[config.mk]
export PLATFORM = sky130hd
export DESIGN_NAME = rpfg_port_guard
export DESIGN_NICKNAME = d
export VERILOG_FILES = /design/src/verilog/rpfg_pkg.sv /design/src/verilog/rpfg_port_guard.sv
export SDC_FILE = /design/constraint.sdc
export NUM_CORES = 1
export LEC_CHECK = 0
export BUFFER_PORTS_ARGS = -buffer_cell sky130_fd_sc_hd__buf_4
export CORE_ASPECT_RATIO = 0.9
export CORE_MARGIN = 2
export CORE_UTILIZATION = 50
export DETAILED_ROUTE_END_ITERATION = 10
export HOLD_SLACK_MARGIN = 0.02
export PLACE_DENSITY = 0.8
export SYNTH_ARGS = -nofsm -noshare
export SYNTH_HDL_FRONTEND = slang
export SYNTH_SLANG_ARGS = --single-unit
[constraint.sdc]
create_clock -name clk -period 2.88 [get_ports clk]
set_clock_uncertainty 0.2 [all_clocks]
set_input_delay 0.576 -clock clk [delete_from_list [all_inputs] [get_ports clk]]
set_output_delay 0.576 -clock clk [all_outputs]
set_load 0.01 [all_outputs]
[src/verilog/rpfg_pkg.sv]
/*
 * Shared constants, state encodings and carrier structs of the repeater
 * port fault guard.
 * Assumes one 250 MHz clock and a 1000 Mb/s port, so one bit time is 1 ns.
 */
package rpfg_pkg;

    // ********************************
    // timing base
    // ********************************
    localparam int BT_PS = 1000;
    localparam int CLK_PS = 4000;

    // least time: round up, never below one cycle
    function automatic int cyc_up(input int bt);
        int c;
        c = (bt * BT_PS + CLK_PS - 1) / CLK_PS;
        return (c < 1) ? 1 : c;
    endfunction : cyc_up

    // longest time: round down, never below one cycle
    function automatic int cyc_dn(input int bt);
        int c;
        c = (bt * BT_PS) / CLK_PS;
        return (c < 1) ? 1 : c;
    endfunction : cyc_dn

    // ********************************
    // register map
    // ********************************
    localparam int ADDR_W = 8;
    localparam int DATA_W = 32;
    localparam logic [7:0] ADDR_CTRL = 8'h00;
    localparam logic [7:0] ADDR_STATE = 8'h04;
    localparam logic [7:0] ADDR_EVENT = 8'h08;
    localparam logic [7:0] ADDR_MASK = 8'h0C;
    localparam logic [7:0] ADDR_COLL = 8'h10;

    localparam int CTRL_EN = 0;
    localparam logic CTRL_EN_RST = 1'b1;

    localparam int EV_W = 4;
    localparam int EV_UNSTABLE = 0;
    localparam int EV_PART = 1;
    localparam int EV_JAB = 2;
    localparam int EV_RATE = 3;
    localparam logic [EV_W-1:0] MASK_RST = 4'h0;

    localparam int ST_UNSTABLE = 0;
    localparam int ST_PART = 1;
    localparam int ST_JAB = 2;
    localparam int ST_RATE_OK = 3;
    localparam int ST_FCE_LSB = 8;
    localparam int EVCNT_W = 8;

    // ********************************
    // state encodings
    // ********************************
    typedef enum logic [1:0] {
        CI_STABLE = 2'b00,
        CI_QUIET = 2'b01,
        CI_ARMED = 2'b10,
        CI_VALID = 2'b11
    } rpfg_ci_t;

    typedef enum logic [1:0] {
        RT_IDLE = 2'b00,
        RT_RX = 2'b01,
        RT_JAB = 2'b10
    } rpfg_rt_t;

    typedef enum logic [1:0] {
        PT_CLEAR = 2'b00,
        PT_PART = 2'b01,
        PT_WATCH = 2'b10
    } rpfg_pt_t;

    // ********************************
    // carriers
    // ********************************
    typedef struct packed {
        logic crs;
        logic false_carrier;
        logic rate_ok;
    } rpfg_pins_t;

    typedef struct packed {
        logic tx_active;
        logic collision;
    } rpfg_core_t;

    typedef struct packed {
        logic rx_pass;
        logic tx_pass;
        logic jam;
    } rpfg_gate_t;

endpackage : rpfg_pkg

[src/verilog/rpfg_port_guard.sv]
/*
 * One repeater port's fault guard: carrier integrity monitor, receive
 * timer (overlong reception) and partition machine, with a small register
 * port and a level interrupt.
 * Assumes PHY status arrives asynchronously on pins, core status arrives on
 * clk, and the shared repeater core applies the gates it receives.
 */
// The register addresses and the address-and-strobe port were decided locally.
`timescale 1ns/1ps

module rpfg_port_guard #(
    parameter logic [7:0] false_carrier_event_limit = 8'h10,
    parameter logic [7:0] collision_event_limit = 8'h40,
    parameter int FALSE_CARRIER_BT = 2048,
    parameter int IPG_BT = 96,
    parameter int QUIET_BT = 2048,
    parameter int VALID_CARRIER_BT = 512,
    parameter int JABBER_BT = 80000,
    parameter int NO_COLLISION_BT = 4096,
    parameter int CNT_W = 24
) (
    input wire logic clk, // 250 MHz
    input wire logic rst_n, // async, power-up reset
    input wire rpfg_pkg::rpfg_pins_t pins, // PHY status pins
    input wire rpfg_pkg::rpfg_core_t core, // core status, on clk
    output rpfg_pkg::rpfg_gate_t gate, // gates toward the core
    input wire logic [rpfg_pkg::ADDR_W-1:0] addr, // register address
    input wire logic [rpfg_pkg::DATA_W-1:0] wr_data, // write data
    input wire logic wr_en, // write strobe
    input wire logic rd_en, // read strobe
    output logic [rpfg_pkg::DATA_W-1:0] rd_data, // read data, next cycle
    output logic irq // level interrupt
);

    localparam logic [CNT_W-1:0] FC_CYC = CNT_W'(rpfg_pkg::cyc_up(FALSE_CARRIER_BT));
    localparam logic [CNT_W-1:0] JAM_CYC = CNT_W'(rpfg_pkg::cyc_dn(FALSE_CARRIER_BT));
    localparam logic [CNT_W-1:0] IPG_CYC = CNT_W'(rpfg_pkg::cyc_up(IPG_BT));
    localparam logic [CNT_W-1:0] QUIET_CYC = CNT_W'(rpfg_pkg::cyc_up(IPG_BT + QUIET_BT));
    localparam logic [CNT_W-1:0] VC_CYC = CNT_W'(rpfg_pkg::cyc_up(VALID_CARRIER_BT));
    localparam logic [CNT_W-1:0] JAB_CYC = CNT_W'(rpfg_pkg::cyc_up(JABBER_BT));
    localparam logic [CNT_W-1:0] NC_CYC = CNT_W'(rpfg_pkg::cyc_up(NO_COLLISION_BT));
    localparam logic [CNT_W-1:0] CNT_MAX = {CNT_W{1'b1}};
    localparam logic [7:0] EVCNT_MAX = 8'hFF;

    // ********************************
    // pin synchronisers
    // ********************************
    rpfg_pkg::rpfg_pins_t s1_r, s2_r, s3_r, pin_r;
    logic fc_prev_r, vc_prev_r, crs_prev_r, tx_prev_r, rate_prev_r;

    always_ff @(posedge clk or negedge rst_n) begin
        if (!rst_n) begin
            s1_r <= '0;
            s2_r <= '0;
            s3_r <= '0;
            pin_r <= '0;
        end else begin
            s1_r <= pins;
            s2_r <= s1_r;
            s3_r <= s2_r;
            // accept a change once stages two and three agree
            pin_r <= ((s2_r ~^ s3_r) & s3_r) | (~(s2_r ~^ s3_r) & pin_r);
        end
    end

    logic crs, fc, valid, activity, rate_ok;
    assign crs = pin_r.crs;
    assign fc = pin_r.crs & pin_r.false_carrier;
    assign valid = pin_r.crs & ~pin_r.false_carrier;
    assign activity = pin_r.crs | core.tx_active;
    assign rate_ok = pin_r.rate_ok;

    always_ff @(posedge clk or negedge rst_n) begin
        if (!rst_n) begin
            fc_prev_r <= 1'b0;
            vc_prev_r <= 1'b0;
            crs_prev_r <= 1'b0;
            tx_prev_r <= 1'b0;
            rate_prev_r <= 1'b0;
        end else begin
            fc_prev_r <= fc;
            vc_prev_r <= valid;
            crs_prev_r <= crs;
            tx_prev_r <= core.tx_active;
            rate_prev_r <= rate_ok;
        end
    end

    logic fc_rise, vc_rise, tx_end, rx_end;
    assign fc_rise = fc & ~fc_prev_r;
    assign vc_rise = valid & ~vc_prev_r;
    assign tx_end = tx_prev_r & ~core.tx_active;
    assign rx_end = crs_prev_r & ~crs;

    // ********************************
    // false carrier tracking
    // ********************************
    logic [CNT_W-1:0] fc_len_r;
    logic [7:0] fce_cnt_r;
    rpfg_pkg::rpfg_ci_t ci_r;
    logic [CNT_W-1:0] ci_cnt_r;
    logic fce_hit, fc_over, ci_enter_stable;

    assign fce_hit = (fce_cnt_r >= false_carrier_event_limit);
    assign fc_over = fc & (fc_len_r >= FC_CYC);

    always_ff @(posedge clk or negedge rst_n) begin
        if (!rst_n) begin
            fc_len_r <= '0;
        end else if (!fc) begin
            fc_len_r <= '0;
        end else if (fc_len_r != CNT_MAX) begin
            fc_len_r <= fc_len_r + 1'b1;
        end
    end

    always_ff @(posedge clk or negedge rst_n) begin
        if (!rst_n) begin
            fce_cnt_r <= '0;
        end else if (vc_rise || ci_enter_stable) begin
            fce_cnt_r <= '0;
        end else if (fc_rise && fce_cnt_r != EVCNT_MAX) begin
            fce_cnt_r <= fce_cnt_r + 1'b1;
        end
    end

    // ********************************
    // carrier integrity monitor
    // ********************************
    assign ci_enter_stable = ((ci_r == rpfg_pkg::CI_ARMED) && !activity && ci_cnt_r >= QUIET_CYC) ||
                             ((ci_r == rpfg_pkg::CI_VALID) && valid && !core.tx_active && ci_cnt_r >= VC_CYC);

    always_ff @(posedge clk or negedge rst_n) begin
        if (!rst_n) begin
            ci_r <= rpfg_pkg::CI_QUIET;
            ci_cnt_r <= '0;
        end else begin
            case (ci_r)
                rpfg_pkg::CI_STABLE: begin
                    // count limit or overlong false carrier
                    if (fce_hit || fc_over) begin
                        ci_r <= rpfg_pkg::CI_QUIET;
                        ci_cnt_r <= '0;
                    end
                end
                rpfg_pkg::CI_QUIET: begin
                    if (activity) begin
                        ci_cnt_r <= '0;
                    end else begin
                        ci_cnt_r <= ci_cnt_r + 1'b1;
                        if (ci_cnt_r >= IPG_CYC) begin
                            ci_r <= rpfg_pkg::CI_ARMED;
                        end
                    end
                end
                rpfg_pkg::CI_ARMED: begin
                    // idle seen, wait for quiet or valid carrier
                    if (ci_enter_stable) begin
                        ci_r <= rpfg_pkg::CI_STABLE;
                        ci_cnt_r <= '0;
                    end else if (valid && !core.tx_active) begin
                        ci_r <= rpfg_pkg::CI_VALID;
                        ci_cnt_r <= '0;
                    end else if (activity) begin
                        ci_r <= rpfg_pkg::CI_QUIET;
                        ci_cnt_r <= '0;
                    end else begin
                        ci_cnt_r <= ci_cnt_r + 1'b1;
                    end
                end
                rpfg_pkg::CI_VALID: begin
                    if (ci_enter_stable) begin
                        ci_r <= rpfg_pkg::CI_STABLE;
                        ci_cnt_r <= '0;
                    end else if (valid && !core.tx_active) begin
                        ci_cnt_r <= ci_cnt_r + 1'b1;
                    end else begin
                        ci_r <= rpfg_pkg::CI_QUIET;
                        ci_cnt_r <= '0;
                    end
                end
                default: begin
                    ci_r <= rpfg_pkg::CI_QUIET;
                    ci_cnt_r <= '0;
                end
            endcase
        end
    end

    // ********************************
    // receive timer
    // ********************************
    rpfg_pkg::rpfg_rt_t rt_r;
    logic [CNT_W-1:0] rx_len_r;
    logic rx_col_r, tx_col_r, jab_hit, jab_col;

    assign jab_hit = (rt_r == rpfg_pkg::RT_RX) && crs && (rx_len_r >= JAB_CYC);
    assign jab_col = jab_hit && (rx_col_r || core.collision);

    always_ff @(posedge clk or negedge rst_n) begin
        if (!rst_n) begin
            rx_col_r <= 1'b0;
            tx_col_r <= 1'b0;
        end else begin
            // held through the falling edge of each activity
            rx_col_r <= crs ? (rx_col_r | core.collision) : 1'b0;
            tx_col_r <= core.tx_active ? (tx_col_r | core.collision) : 1'b0;
        end
    end

    always_ff @(posedge clk or negedge rst_n) begin
        if (!rst_n) begin
            rt_r <= rpfg_pkg::RT_IDLE;
            rx_len_r <= '0;
        end else begin
            case (rt_r)
                rpfg_pkg::RT_IDLE: begin
                    rx_len_r <= '0;
                    if (crs) begin
                        rt_r <= rpfg_pkg::RT_RX;
                    end
                end
                rpfg_pkg::RT_RX: begin
                    if (!crs) begin
                        rt_r <= rpfg_pkg::RT_IDLE;
                    end else if (jab_hit) begin
                        rt_r <= rpfg_pkg::RT_JAB;
                    end else begin
                        rx_len_r <= rx_len_r + 1'b1;
                    end
                end
                rpfg_pkg::RT_JAB: begin
                    if (!crs) begin
                        rt_r <= rpfg_pkg::RT_IDLE;
                    end
                end
                default: begin
                    rt_r <= rpfg_pkg::RT_IDLE;
                end
            endcase
        end
    end

    // ********************************
    // partition
    // ********************************
    rpfg_pkg::rpfg_pt_t pt_r;
    logic [CNT_W-1:0] pt_cnt_r;
    logic [7:0] coll_cnt_r;
    logic pt_release, pt_enter;

    assign pt_release = (pt_r == rpfg_pkg::PT_WATCH) && activity && !core.collision && (pt_cnt_r >= NC_CYC);
    assign pt_enter = (pt_r == rpfg_pkg::PT_CLEAR) && ((coll_cnt_r >= collision_event_limit) || jab_col);

    always_ff @(posedge clk or negedge rst_n) begin
        if (!rst_n) begin
            coll_cnt_r <= '0;
        end else if (pt_release) begin
            coll_cnt_r <= '0;
        end else if (tx_end && tx_col_r) begin
            if (coll_cnt_r != EVCNT_MAX) begin
                coll_cnt_r <= coll_cnt_r + 1'b1;
            end
        end else if ((tx_end && !tx_col_r) || (rx_end && !rx_col_r)) begin
            coll_cnt_r <= '0;
        end
    end

    always_ff @(posedge clk or negedge rst_n) begin
        if (!rst_n) begin
            pt_r <= rpfg_pkg::PT_CLEAR;
            pt_cnt_r <= '0;
        end else begin
            case (pt_r)
                rpfg_pkg::PT_CLEAR: begin
                    pt_cnt_r <= '0;
                    if (pt_enter) begin
                        pt_r <= rpfg_pkg::PT_PART;
                    end
                end
                rpfg_pkg::PT_PART: begin
                    pt_cnt_r <= '0;
                    if (activity && !core.collision) begin
                        pt_r <= rpfg_pkg::PT_WATCH;
                    end
                end
                rpfg_pkg::PT_WATCH: begin
                    if (pt_release) begin
                        pt_r <= rpfg_pkg::PT_CLEAR;
                    end else if (core.collision || !activity) begin
                        pt_r <= rpfg_pkg::PT_PART;
                    end else begin
                        pt_cnt_r <= pt_cnt_r + 1'b1;
                    end
                end
                default: begin
                    pt_r <= rpfg_pkg::PT_CLEAR;
                end
            endcase
        end
    end

    // ********************************
    // gates toward the core
    // ********************************
    logic ctrl_en_r;
    logic unstable, parted, jabbing;
    assign unstable = (ci_r != rpfg_pkg::CI_STABLE);
    assign parted = (pt_r != rpfg_pkg::PT_CLEAR);
    assign jabbing = (rt_r == rpfg_pkg::RT_JAB);

    always_ff @(posedge clk or negedge rst_n) begin
        if (!rst_n) begin
            gate <= '0;
        end else begin
            gate.rx_pass <= ctrl_en_r & ~unstable & ~parted & ~jabbing & rate_ok;
            gate.tx_pass <= ctrl_en_r & ~unstable & ~jabbing;
            gate.jam <= ctrl_en_r & fc & (fc_len_r < JAM_CYC) & ~unstable & ~jabbing;
        end
    end

    // ********************************
    // registers and interrupt
    // ********************************
    logic [rpfg_pkg::EV_W-1:0] ev_r, mask_r, ev_set;
    logic ev_rd;

    assign ev_set[rpfg_pkg::EV_UNSTABLE] = (ci_r == rpfg_pkg::CI_STABLE) && (fce_hit || fc_over);
    assign ev_set[rpfg_pkg::EV_PART] = pt_enter;
    assign ev_set[rpfg_pkg::EV_JAB] = jab_hit;
    assign ev_set[rpfg_pkg::EV_RATE] = rate_prev_r & ~rate_ok;
    assign ev_rd = rd_en && (addr == rpfg_pkg::ADDR_EVENT);

    always_ff @(posedge clk or negedge rst_n) begin
        if (!rst_n) begin
            ctrl_en_r <= rpfg_pkg::CTRL_EN_RST;
            mask_r <= rpfg_pkg::MASK_RST;
        end else if (wr_en) begin
            if (addr == rpfg_pkg::ADDR_CTRL) begin
                ctrl_en_r <= wr_data[rpfg_pkg::CTRL_EN];
            end else if (addr == rpfg_pkg::ADDR_MASK) begin
                mask_r <= wr_data[rpfg_pkg::EV_W-1:0];
            end
        end
    end

    always_ff @(posedge clk or negedge rst_n) begin
        if (!rst_n) begin
            ev_r <= '0;
            irq <= 1'b0;
        end else begin
            // set wins over read-clear
            ev_r <= (ev_rd ? '0 : ev_r) | ev_set;
            irq <= |(ev_r & mask_r);
        end
    end

    always_ff @(posedge clk or negedge rst_n) begin
        if (!rst_n) begin
            rd_data <= '0;
        end else begin
            rd_data <= '0;
            if (rd_en) begin
                if (addr == rpfg_pkg::ADDR_CTRL) begin
                    rd_data[rpfg_pkg::CTRL_EN] <= ctrl_en_r;
                end else if (addr == rpfg_pkg::ADDR_STATE) begin
                    rd_data[rpfg_pkg::ST_UNSTABLE] <= unstable;
                    rd_data[rpfg_pkg::ST_PART] <= parted;
                    rd_data[rpfg_pkg::ST_JAB] <= jabbing;
                    rd_data[rpfg_pkg::ST_RATE_OK] <= rate_ok;
                    rd_data[rpfg_pkg::ST_FCE_LSB +: rpfg_pkg::EVCNT_W] <= fce_cnt_r;
                end else if (addr == rpfg_pkg::ADDR_EVENT) begin
                    rd_data[rpfg_pkg::EV_W-1:0] <= ev_r;
                end else if (addr == rpfg_pkg::ADDR_MASK) begin
                    rd_data[rpfg_pkg::EV_W-1:0] <= mask_r;
                end else if (addr == rpfg_pkg::ADDR_COLL) begin
                    rd_data[rpfg_pkg::EVCNT_W-1:0] <= coll_cnt_r;
                end
            end
        end
    end
endmodule : rpfg_port_guard

# After elaboration in Yosys (flattened, before gate mapping)
# Cells that the tools add are included.
# Widths: inputs -> output; s select.
word_totals:
  in_bits: 49
  latchBits: 0
  rom_bits: 0
  out_inout_bits: 36
  memories: 0
  wordCells: 225
  mem_bits_rw: 0
  regBits: 166
op_classes:
  magnitude_cmp: 9
  n_shift: 0
  add_sub_neg: 6
  eq_ne: 31
  n_reduce_logical: 52
  n_div: 0
  mux: 54
  n_mul: 0
  bitwise_logic: 37
ops:
  columns: ["op", "n"]
  rows:
  - ["$mux 24", 12]
  - ["$add 24x1->24 const B", 4]
  - ["$pmux 24 s2", 2]
  - ["$pmux 24 s4", 1]
  - ["$mux 8", 8]
  - ["$ge 24x10->1 const B", 2]
  - ["$mux 2", 16]
  - ["$mux 4", 7]
  - ["$ge 24x11->1 const B", 1]
  - ["$ge 24x15->1 const B", 1]
  - ["$ge 24x5->1 const B", 1]
  - ["$ge 24x8->1 const B", 1]
  - ["$lt 24x10->1 const B", 1]
  - ["$ne 24x24->1 const B", 1]
  - ["$logic_and 1x1->1", 20]
  - ["$ne 2x2->1 const B", 10]
  - ["$and 1x1->1", 17]
  - ["$add 8x1->8 const B", 2]
  - ["$eq 8x4->1 const B", 2]
  - ["$mux 16", 1]
  - ["$ne 8x8->1 const B", 2]
  - ["$mux 15", 1]
  - ["$reduce_and 3->1", 5]
  - ["$pmux 2 s3", 2]
  - ["other kinds (30)", 69]

# Depth between registers and ports, before layout
# Gate-level depths: netlist (run 1).
logic_depth:
  ltp_word: 8
  ltp_mapped: 8
  ltp_nobuf: 6

# Worst setup path after synthesis (run 1)
# OpenSTA, ideal clock, no wires.
synth_path:
  kind: "input port to flip-flop"
  from: "input core[1] in the netlist's numbering"
  to: "register pt_cnt_r[10]"
  required_time_ns: 2.561
  arrival_time_ns: 1.921
  setup_ns: 0.119
  cell_stages: 7
  setup_slack_ns: 0.641
  n_path_buf: 2
  path_cell_list: "buf_2 o21bai_1 nor2_1 a21oi_1 clkbuf_1 nor3_1 o21a_1"
synth_via:
  elab_chain_cells: 6
  word_cells_on_any_way: 9
  classes_between: "eq/ne: 2; bitwise: 1; reduce/logical: 6"
synth_lines:
  columns: ["element", "line", "rtl"]
  rows:
  - ["start: declaration", "rpfg_port_guard.sv:25", "input wire rpfg_pkg::rpfg_core_t core,"]
  - ["$or 1x1->1 (*)", "rpfg_port_guard.sv:70", "assign activity = pin_r.crs | core.tx_active;"]
  - ["$logic_and 1x1->1 (3 in series)", "rpfg_port_guard.sv:252", "assign pt_release = (pt_r == rpfg_pkg::PT_WATCH) && activity && !core.collision && (pt_cnt_r >= NC_CYC);"]
  - ["$ne 2x2->1 (no line)", null, null]
  - ["$reduce_and 3->1 (no line) (*)", null, null]
  - ["end signal: assignment", "rpfg_port_guard.sv:293", "pt_cnt_r <= pt_cnt_r + 1'b1;"]
  - ["end: declaration", "rpfg_port_guard.sv:248", "logic [CNT_W-1:0] pt_cnt_r;"]
# Every way passes the cells marked *; elsewhere a longest branch is shown, timed or not.
# A chain may end at the register's enable or synchronous reset.

==> metrics.csv, run 1 <==
metric;value;unit
register area share after synthesis;49.8;%
# fillers;1370;
Tcrit/Tclk final;85.8;%
max frequency;0.405;GHz
io pins;85;
CTS tree;yes;
Post-Route Setup TNS;0;ns
crit path cell chain;nand2b_1, nor4_1, a32oi_1, buf_4, nor4b_1, a221o_1;
root buf cell;clkbuf_16;
Crit. End Element;flip-flop;
CP startpoint kind;flip-flop;
most frequent cells in the layout;dfrtp_1, nor2_1, nand2_1;
largest net degree at the start of global routing;67;
H-Tree Depth;4;
CP Buf/Inv Count;1;
most common cell after layout, fill and taps aside;dfrtp_1;
die area;0.0177;mm²
TritonCTS Buffers;17;
CTS resizes;0;
first-pass GRT wire length;30700;µm
Synth Cell Area;0.00834;mm²
slowest CP cell;dfrtp_1;
CP arrival;2.64;ns
DR DRC count;2;
syn_area_per_cell;9.88;µm²
fraction of layout cells with a size suffix above 1;13.3;%
CP required;3.04;ns
Max clock buf depth;2;
Final nets;944;
Clock transition at path regs;0.06;ns
worst hold path stage count;1;
Hold Crit Start;pins[1];
FF-to-FF End;ci_cnt_r[13]$_DFFE_PN0P_;
Synth Warn #;0;
ANT cells;0;
status;finished with violations;
crit-path max FO;9;
Worst R2R Setup Slack;0.41;ns
port buffer count;40;
EDFF count, synth;0;
vias post-DR;6501;
failing checks;DRC;
vias in the first global route;6374;
chip width;140;µm
count of distinct cell types in the synthesized netlist;67;
iteration-0 DRC count of the detailed router;483;
Initial Util;51.3;%
Die H;127;µm
Congestion Overflow GR;0;
Clock Sink Count;166;
Synth Flop Type;dfrtp_1;
final-report setup violation count;0;
global placement routability congestion;0.840;
FFs w/ async S/R, synth;100;%
Placed Cells;1071;
Final HPWL DP;11800;µm
initial antenna violation count;0;
Max stage delay on crit path;0.54;ns
Synth-to-Final Area Change;13.2;%
post-DR vias/cell;5.89;
Pre-antenna DRT Iters;8;
Tmin final;2.47;ns
row cnt;44;
Final ANT Viol Nets;0;
max-cap violations;0;
Tot GR Track Use;21.1;%
Slew headroom;46.6;%
WL final;17700;µm
critical path class;reg2reg;
PD cells;553;mW/mm²
#FFs+latches synth;166;
Top Family by Delay on Critical Path;simple AND/OR/NAND/NOR gates;
RSZ-0062 raised after global routing;no;
final instance count without filler cells;1104;
Fin. Hold Viols;0;
worst-case reg-to-reg path depth;6;
Worst VDD drop;439;µV
Worst Max-Slew Pin Slew;0.800;ns
DR WL/cell;16.0;µm
Cells after Synth;844;
Core ar.;0.0162;mm²
Slew Limit Fails;0;
Worst Hold Class;in2reg;
Worst Hold End;s1_r[1]$_DFF_PN0_;
worst skew pair latency;0.43;ns
static leakage;4.17;nW
==> sequential cells by signal (all words and copies together) (netlist names), 2 cells and up, named ones only <==
signal / flops
ci_cnt_r: 24
fc_len_r: 24
pt_cnt_r: 24
rx_len_r: 24
rd_data: 16
coll_cnt_r: 8
fce_cnt_r: 8
ev_r: 4
mask_r: 4
gate: 3
s1_r: 3
s2_r: 3
s3_r: 3
ci_r: 2
pt_r: 2
rt_r: 2
==> worst max path at each step <==
stage	from	to	slack, ns	cells after the start
global placement	core[1]	pt_cnt_r[23]$_DFFE_PN0P_	0.47	7
global route	flip-flop	ci_cnt_r[9]$_DFFE_PN0P_	0.14	6
floorplan	core[1]	pt_cnt_r[10]$_DFFE_PN0P_	0.64	7
detailed placement	core[1]	coll_cnt_r[0]$_DFFE_PN0P_	0.39	7
CTS	pt_cnt_r[22]$_DFFE_PN0P_	coll_cnt_r[0]$_DFFE_PN0P_	0.42	5
finish	flip-flop	ci_cnt_r[13]$_DFFE_PN0P_	0.41	6
==> cell type report <==
| type | count | area, µm² | area share [%] |
|---|---|---|---|
| flip-flops and latches | 166 | 4160 | 44.0 |
| multi-input cells | 608 | 3820 | 40.5 |
| repair buffers | 61 | 489 | 5.18 |
| clock buffers | 18 | 439 | 4.65 |
| well taps | 207 | 259 | 2.74 |
| clock inverters | 14 | 165 | 1.75 |
| inverters | 30 | 113 | 1.19 |
==> per-layer routing <==
layer	wire [µm]	vias to the layer above	share of wire (%)	track usage, %
li1	-	3126	-	-
met1	8340	3204	47	28.5
met2	8310	146	47	34.5
met3	798	25	4.5	5.36
met4	254	0	1.4	5.05
met5	0	-	0	0
==> what timing repair did <==
item	4_1_cts	5_1_grt
buffers inserted	0	0
hold endpoints to repair	62	0
endpoints found under the setup margin	0	0
hold buffers	1	0
==> cells in the mapped netlist, types with 23 or more instances <==
cell / n / area, µm²
a21oi_1: 30 / 150
and2_1: 36 / 225
and3_1: 23 / 144
clkbuf_1: 23 / 86.3
dfrtp_1: 164 / 4100
inv_1: 30 / 113
nand2_1: 60 / 225
nand3_1: 35 / 175
nand4_1: 25 / 156
nor2_1: 64 / 240
nor3_1: 35 / 175
o21ai_0: 29 / 145
==> worst register-to-register path, delay by kind of cell, from the launching register on <==
family | cells | cell delay, ns
AND/OR/NAND/NOR | 3 | 1.00
flip-flops | 1 | 0.54
AO/OA/AOI/OAI | 2 | 0.42
buffers and inverters | 1 | 0.26
==> through the flow <==
| stage | cell area (µm²) | hold WS [ns] | power (mW) | util [%] | worst slack [ns] |
|---|---|---|---|---|---|
| final | 9440 | 0.0558 | 5.22 | 58.1 | 0.409 |
| after floorplan | 8390 | 0.0804 | 2.78 | - | 0.641 |
| after global routing | 9440 | 0.0349 | 5.43 | 58.1 | 0.142 |
| after detailed placement | 8830 | 0.136 | 2.96 | 54.4 | 0.391 |
| after CTS | 9440 | 0.0442 | 5.26 | 58.1 | 0.423 |
| after global placement | 8830 | 0.133 | 2.94 | 54.4 | 0.469 |
==> report_power, final <==
part	internal [mW]	switching (mW)	leakage, nW
Clock	1.32	0.988	0.290
Sequential	2.40	0.0749	2.25
Combinational	0.163	0.269	1.64
==> kinds of logic after synthesis <==
group	after synthesis	share of synthesized area [%]
AOI/OAI and AO/OA	156	13.4
xor gates and xnor gates	30	3.15
adders and majority gates	14	2.01
buffers and inverters	85	5.01
DFF	166	49.8
muxes	12	1.58
other	1	0.0450
and+or+nand+nor	380	25.0
Power figures use the tool's default switching activity.
==> run 2, diff against run 1 <==
- ABC_AREA: unset -> 1
- CELL_PAD_IN_SITES_DETAIL_PLACEMENT: unset -> 0
- CELL_PAD_IN_SITES_GLOBAL_PLACEMENT: unset -> 1
- CORE_UTILIZATION: 50 -> 44
- PLACE_DENSITY: 0.8 -> 0.91
==> run 2 against run 1 <==
  * Largest cell class unchanged
  * The run now ends clean
  * Via count up 15%
  * Synthesized area up 7.1%
  * Global-route usage down 2.0 points
  * Critical endpoint is now fc_len_r[10]$_DFFE_PN0P_
  * Clock power up 5%
==> metrics.csv, run 2 <==
metric;value;unit;change
Max clock buf depth;2;;unchanged
Tmin final;2.31;ns;-0.161 ns
#FFs+latches synth;166;;unchanged
DR DRC count;0;;-2
Yosys top cell by area;dfrtp_1;;
root buf cell;clkbuf_16;;
Die H;139;µm;+10%
max-cap violations;0;;unchanged
Worst Hold Class;in2reg;;
Crit. End Element;flip-flop;;
CP startpoint kind;flip-flop;;
fin worst setup slack;0.569;ns;+0.161 ns
CP arrival;2.44;ns;-0.20 ns
Commonest cells post-synth;nand2_1, nor2_1, dfrtp_1;;
most common cell after layout, fill and taps aside;nand2_1;;
# fillers;1956;;+43%
Hold Crit Start;pins[1];;
initial antenna violation count;0;;unchanged
register area share after synthesis;46.6;%;-3.3 points
final-report setup violation count;0;;unchanged
H-Tree Depth;4;;unchanged
hold buffers post-CTS;1;;unchanged
Synth Flop Type;dfrtp_1;;
Worst VDD drop;368;µV;-16%
Initial Util;44.8;%;-6.5 points
Synth Cell Area;0.00893;mm²;+7.1%
DR WL/cell;13.0;µm;-19%
TritonCTS Buffers;17;;unchanged
CP required;3.01;ns;-0.03 ns
static leakage;5.00;nW;+20%
most common cell in the netlist;nand2_1;;
Fin. Hold Viols;0;;unchanged
port buffer count;40;;unchanged
Synth Warn #;0;;unchanged
Core ar.;0.0199;mm²;+23%
Clock transition at path regs;0.06;ns;about the same
Final ANT Viol Nets;0;;unchanged
reg2reg start;fc_len_r[0]$_DFFE_PN0P_;;
Clock Sink Count;166;;unchanged
Post-Route Setup TNS;0;ns;unchanged
synth top area cells;dfrtp_1, nand2_1, nor2_1;;
vias in the first global route;6918;;+8.5%
RSZ-0062 raised after global routing;no;;
count of distinct cell types in the synthesized netlist;44;;-34%
crit-path max FO;17;;+8
worst skew pair latency;0.43;ns;about the same
Synth-to-Final Area Change;13.3;%;about the same
most frequent cells in the layout;nand2_1, nor2_1, dfrtp_1;;
io pins;85;;unchanged
WL final;19600;µm;+11%
CTS tree;yes;;
Tot GR Track Use;19.1;%;-2.0 points
Tcrit/Tclk final;80.2;%;-5.6 points
grt met1 use;28.2;%;-0.34 points
Setup Fix Bufs, Post-CTS;0;;unchanged
first-pass GRT wire length;33400;µm;+8.7%
status;finished clean;;
Pre-antenna DRT Iters;5;;-3
EDFF count, synth;0;;unchanged
FFs w/ async S/R, synth;100;%;unchanged
post-synth top area share;46.0;%;-3.2 points
fin area;0.0101;mm²;+7.1%
syn_area_per_cell;7.53;µm²;-24%
ANT cells;0;;unchanged
global route hottest layer;met2;;
chip width;154;µm;+10%
PD cells;569;mW/mm²;+2.8%
DP Worst Slack;0.518;ns;+0.127 ns
CTS resizes;0;;unchanged
Congestion Overflow GR;0;;unchanged
placed inst area;0.00948;mm²;+7.4%
fraction of layout cells with a size suffix above 1;9.53;%;-3.7 points
critical path class;reg2reg;;
Final HPWL DP;13900;µm;+18%
die area;0.0214;mm²;+21%
vias post-DR;7489;;+15%
Slew headroom;62.6;%;+16 points
iteration-0 DRC count of the detailed router;539;;+12%
Cells after Synth;1186;;+41%
global placement routability congestion;0.889;;+5.9%
Worst Max-Slew Pin Slew;0.561;ns;-0.238 ns
Slew Limit Fails;0;;unchanged
largest net degree at the start of global routing;59;;-12%
post-DR vias/cell;4.98;;-15%
row cnt;49;;+11%
crit path from;fc_len_r[0]$_DFFE_PN0P_;;
met3 Track Usage GR;3.66;%;-1.7 points
Final nets;1297;;+37%
routing usage on met2;28.9;%;-5.7 points
max frequency;0.433;GHz;+6.9%
run 2: final timing paths:
path,to,slack [ns],cells after the start
setup / recovery,fc_len_r[10]$_DFFE_PN0P_,0.57,8
hold / removal,s1_r[1]$_DFF_PN0_,0.06,1
setup reg to reg,fc_len_r[10]$_DFFE_PN0P_,0.57,8
hold reg to reg,s2_r[0]$_DFF_PN0_,0.15,0
max in group asynchronous,ctrl_en_r$_DFFE_PN1P_,1.33,3
min in group asynchronous,ci_cnt_r[3]$_DFFE_PN0P_,0.47,2
run 2: power by group:
group	switching, mW	leakage (nW)	internal [mW]	total, mW
clock network	0.969	0.295	1.46	2.43
logic	0.556	2.48	0.205	0.761
registers	0.114	2.22	2.45	2.56
total	1.64	5.00	4.11	5.75
run 2: cell type report:
type / instances / area, µm² / area share, %
well taps: 255 / 319 / 3.15
multi-input cells: 834 / 3970 / 39.2
flip-flops and latches: 166 / 4160 / 41.1
clock inverters: 13 / 194 / 1.92
repair buffers: 53 / 429 / 4.24
clock buffers: 18 / 429 / 4.24
inverters: 165 / 619 / 6.12
run 2: per-layer routing:
| metal | vias to the layer above | wire length [µm] |
|---|---|---|
| met2 | 180 | 8680 |
| met3 | 18 | 936 |
| met4 | 0 | 185 |
| met5 | - | 0 |
| li1 | 3823 | - |
| met1 | 3468 | 9760 |
run 2: per-stage QoR:
step                util, %  power, mW  hold WS (ns)  instances
finish                 50.8       5.75        0.0556       1504
global route           50.8       6.03        0.0356       1504
CTS                    50.8       5.82        0.0407       1504
detailed placement     47.6       3.37         0.137       1472
global placement       47.6       3.35         0.136       1472
floorplan                 -       3.10        0.0804       1201
run 2: cell families (layout without fill, tap and decap cells):
group                    count (synthesis)  in the layout  synth area share (%)
flip-flops                             166            166                  46.6
AO/OA/AOI/OAI                           75             75                  4.86
buffers and inverters                  201            249                  9.63
XOR/XNOR                                36             36                  3.53
adder cells (fa/ha/maj)                 14             14                  1.88
other                                    1             16                0.0420
AND/OR/NAND/NOR                        693            693                  33.5
run 2: worst max-delay path, stage by stage (launching register included):
cell and delay [ns]:
dfrtp_1 0.43, ha_1 0.27, nand3_1 0.10, inv_1 0.14
nand2_1 0.12, nor2_1 0.18, nand4_2 0.39, buf_4 0.33
o31ai_1 0.07
==> run 3, diff against run 2 <==
- CORE_UTILIZATION: 44 -> 40
- PLACE_DENSITY: 0.91 -> 0.88
- clock period: 2.88 -> 2 ns (I/O delays scaled with it)
==> run 3 against run 2 <==
  * Register-to-register slack worse by 0.39 ns
  * Hold slack got worse by 0.0043 ns
  * Non-clock buffer count up 53
  * Highest routed layer unchanged
==> metrics.csv, run 3 (synthesis gave the netlist of run 2 again) <==
metric;value;unit;change
status;finished clean;;
port buffer count;40;;unchanged
worst-case reg-to-reg path depth;8;;unchanged
H-Tree Depth;4;;unchanged
root buf cell;clkbuf_16;;
iteration-0 DRC count of the detailed router;604;;+12%
first-pass GRT wire length;36000;µm;+7.6%
Worst Max-Slew Pin Slew;0.503;ns;-0.0581 ns
Fin. Hold Viols;0;;unchanged
Clock Sink Count;166;;unchanged
# fillers;2108;;+7.8%
static leakage;5.29;nW;+5.9%
Synth-to-Final Area Change;20.2;%;
Sw Pwr;2.56;mW;+56%
final-report setup violation count;0;;unchanged
crit-path max FO;5;;-12
max-cap violations;0;;unchanged
worst hold path stage count;3;;+2
ANT cells;0;;unchanged
critical path class;in2reg;;
Tcrit/Tclk final;96.1;%;
Net Sw Frac;29.6;%;+1.1 points
max frequency;0.520;GHz;
most common cell after layout, fill and taps aside;nand2_1;;
WL final;21100;µm;+7.8%
row cnt;51;;+4.1%
CP arrival;2.03;ns;-0.41 ns
FF-to-FF End;ci_cnt_r[12]$_DFFE_PN0P_;;
global placement routability congestion;0.866;;-2.6%
Hold Crit Start;wr_data[0];;
Tmin final;1.92;ns;
vias in the first global route;7282;;+5.3%
CP startpoint kind;input port;;
most frequent cells in the layout;nand2_1, dfrtp_1, nor2_1;;
Comb pwr share;16.1;%;+2.9 points
DR WL/cell;13.2;µm;+1.6%
register share of total power;42.5;%;-2.0 points
P_int;6.09;mW;+48%
Final ANT Viol Nets;0;;unchanged
Worst Hold Class;in2reg;;
initial antenna violation count;0;;unchanged
reg2reg start;fc_len_r[14]$_DFFE_PN0P_;;
Final nets;1352;;+4.2%
Worst R2R Setup Slack;0.18;ns;-0.39 ns
Slew Limit Fails;0;;unchanged
Clk network pwr share;41.3;%;-0.9 points
Initial Util;41.0;%;-3.8 points
Worst Hold End;mask_r[0]$_DFFE_PN0P_;;
TritonCTS Buffers;17;;unchanged
vias post-DR;7664;;+2.3%
Congestion Overflow GR;0;;unchanged
Core ar.;0.0218;mm²;+9.2%
CP required;2.11;ns;-0.90 ns
fraction of layout cells with a size suffix above 1;13.7;%;+4.2 points
Worst VDD drop;559;µV;+52%
PD cells;806;mW/mm²;+42%
Max clock buf depth;2;;unchanged
io pins;85;;unchanged
chip width;161;µm;+4.8%
Crit. End Element;flip-flop;;
CTS tree;yes;;
Post-Route Setup TNS;0;ns;unchanged
die area;0.0235;mm²;+9.7%
worst hold slack;0.0513;ns;-0.00429 ns
Slew headroom;66.5;%;+3.9 points
Pre-antenna DRT Iters;5;;unchanged
Final HPWL DP;15100;µm;+8.6%
final core occ;49.3;%;-1.4 points
DR DRC count;0;;unchanged
Overall Power;8.65;mW;+50%
Tot GR Track Use;18.6;%;-0.49 points
Clock transition at path regs;0.07;ns;about the same
Die H;146;µm;+4.7%
largest net degree at the start of global routing;49;;-17%
worst skew pair latency;0.43;ns;about the same
post-DR vias/cell;4.80;;-3.6%
-- run 3: final cells by class --
cell class	instances	area (µm²)	area share, %
multi-input cells	836	4090	38.1
clock inverters	12	179	1.67
inverters	165	622	5.80
flip-flops and latches	166	4160	38.7
clock buffers	20	457	4.26
repair buffers	106	863	8.05
well taps	291	364	3.39
-- run 3: worst max path at each step --
stage	from	end	slack [ns]	depth (start not counted)
floorplan	fc_len_r[0]$_DFFE_PN0P_	fc_len_r[8]$_DFFE_PN0P_	0.28	8
global placement	fce_cnt_r[0]$_DFFE_PN0P_	fce_cnt_r[0]$_DFFE_PN0P_	0.15	7
detailed placement	fce_cnt_r[0]$_DFFE_PN0P_	fce_cnt_r[0]$_DFFE_PN0P_	0.11	7
CTS	core[1]	pt_cnt_r[1]$_DFFE_PN0P_	0.002	10
global route	core[1]	pt_cnt_r[19]$_DFFE_PN0P_	-0.03	10
finish	core[1]	pt_cnt_r[1]$_DFFE_PN0P_	0.08	10
-- run 3: repair_timing --
action / in CTS / in global routing
endpoints found under the setup margin: 0 / 66
setup buffers: 0 / 2
gates resized for setup: 0 / 28
hold endpoints to repair: 46 / 0
hold buffers: 9 / 0
-- run 3: power groups by stage --
stage | Clock (mW) | Sequential, mW | Combinational [mW]
6_report | 3.57 | 3.68 | 1.40
5_1_grt | 3.80 | 3.70 | 1.57
4_1_cts | 3.64 | 3.67 | 1.29
3_5_place_dp | 0 | 3.73 | 1.27
3_3_place_gp | 0 | 3.72 | 1.26
2_1_floorplan | 0 | 3.70 | 0.761
-- run 3: stage by stage --
step	setup WS [ns]	area, µm²	cells
2_1_floorplan	0.279	8980	1201
3_3_place_gp	0.154	9840	1550
3_5_place_dp	0.114	9840	1550
4_1_cts	0.00199	10600	1591
5_1_grt	-0.0260	10700	1596
6_report	0.0777	10700	1596
-- run 3: layer usage --
| metal | vias up | part of all wire [%] | global-route usage (%) |
|---|---|---|---|
| li1 | 3950 | - | - |
| met1 | 3543 | 51 | 28.1 |
| met2 | 151 | 43 | 27.0 |
| met3 | 20 | 5.0 | 4.22 |
| met4 | 0 | 1.3 | 4.78 |
| met5 | - | 0 | 0 |
-- run 3: worst max-delay path, cell delays in order --
cell	delay [ns]
dlygate4sd3_1	0.54
buf_4	0.14
inv_2	0.06
nand2_4	0.10
inv_2	0.06
nor2_4	0.17
nand4_4	0.16
nand2_4	0.18
buf_6	0.13
o21ai_0	0.08
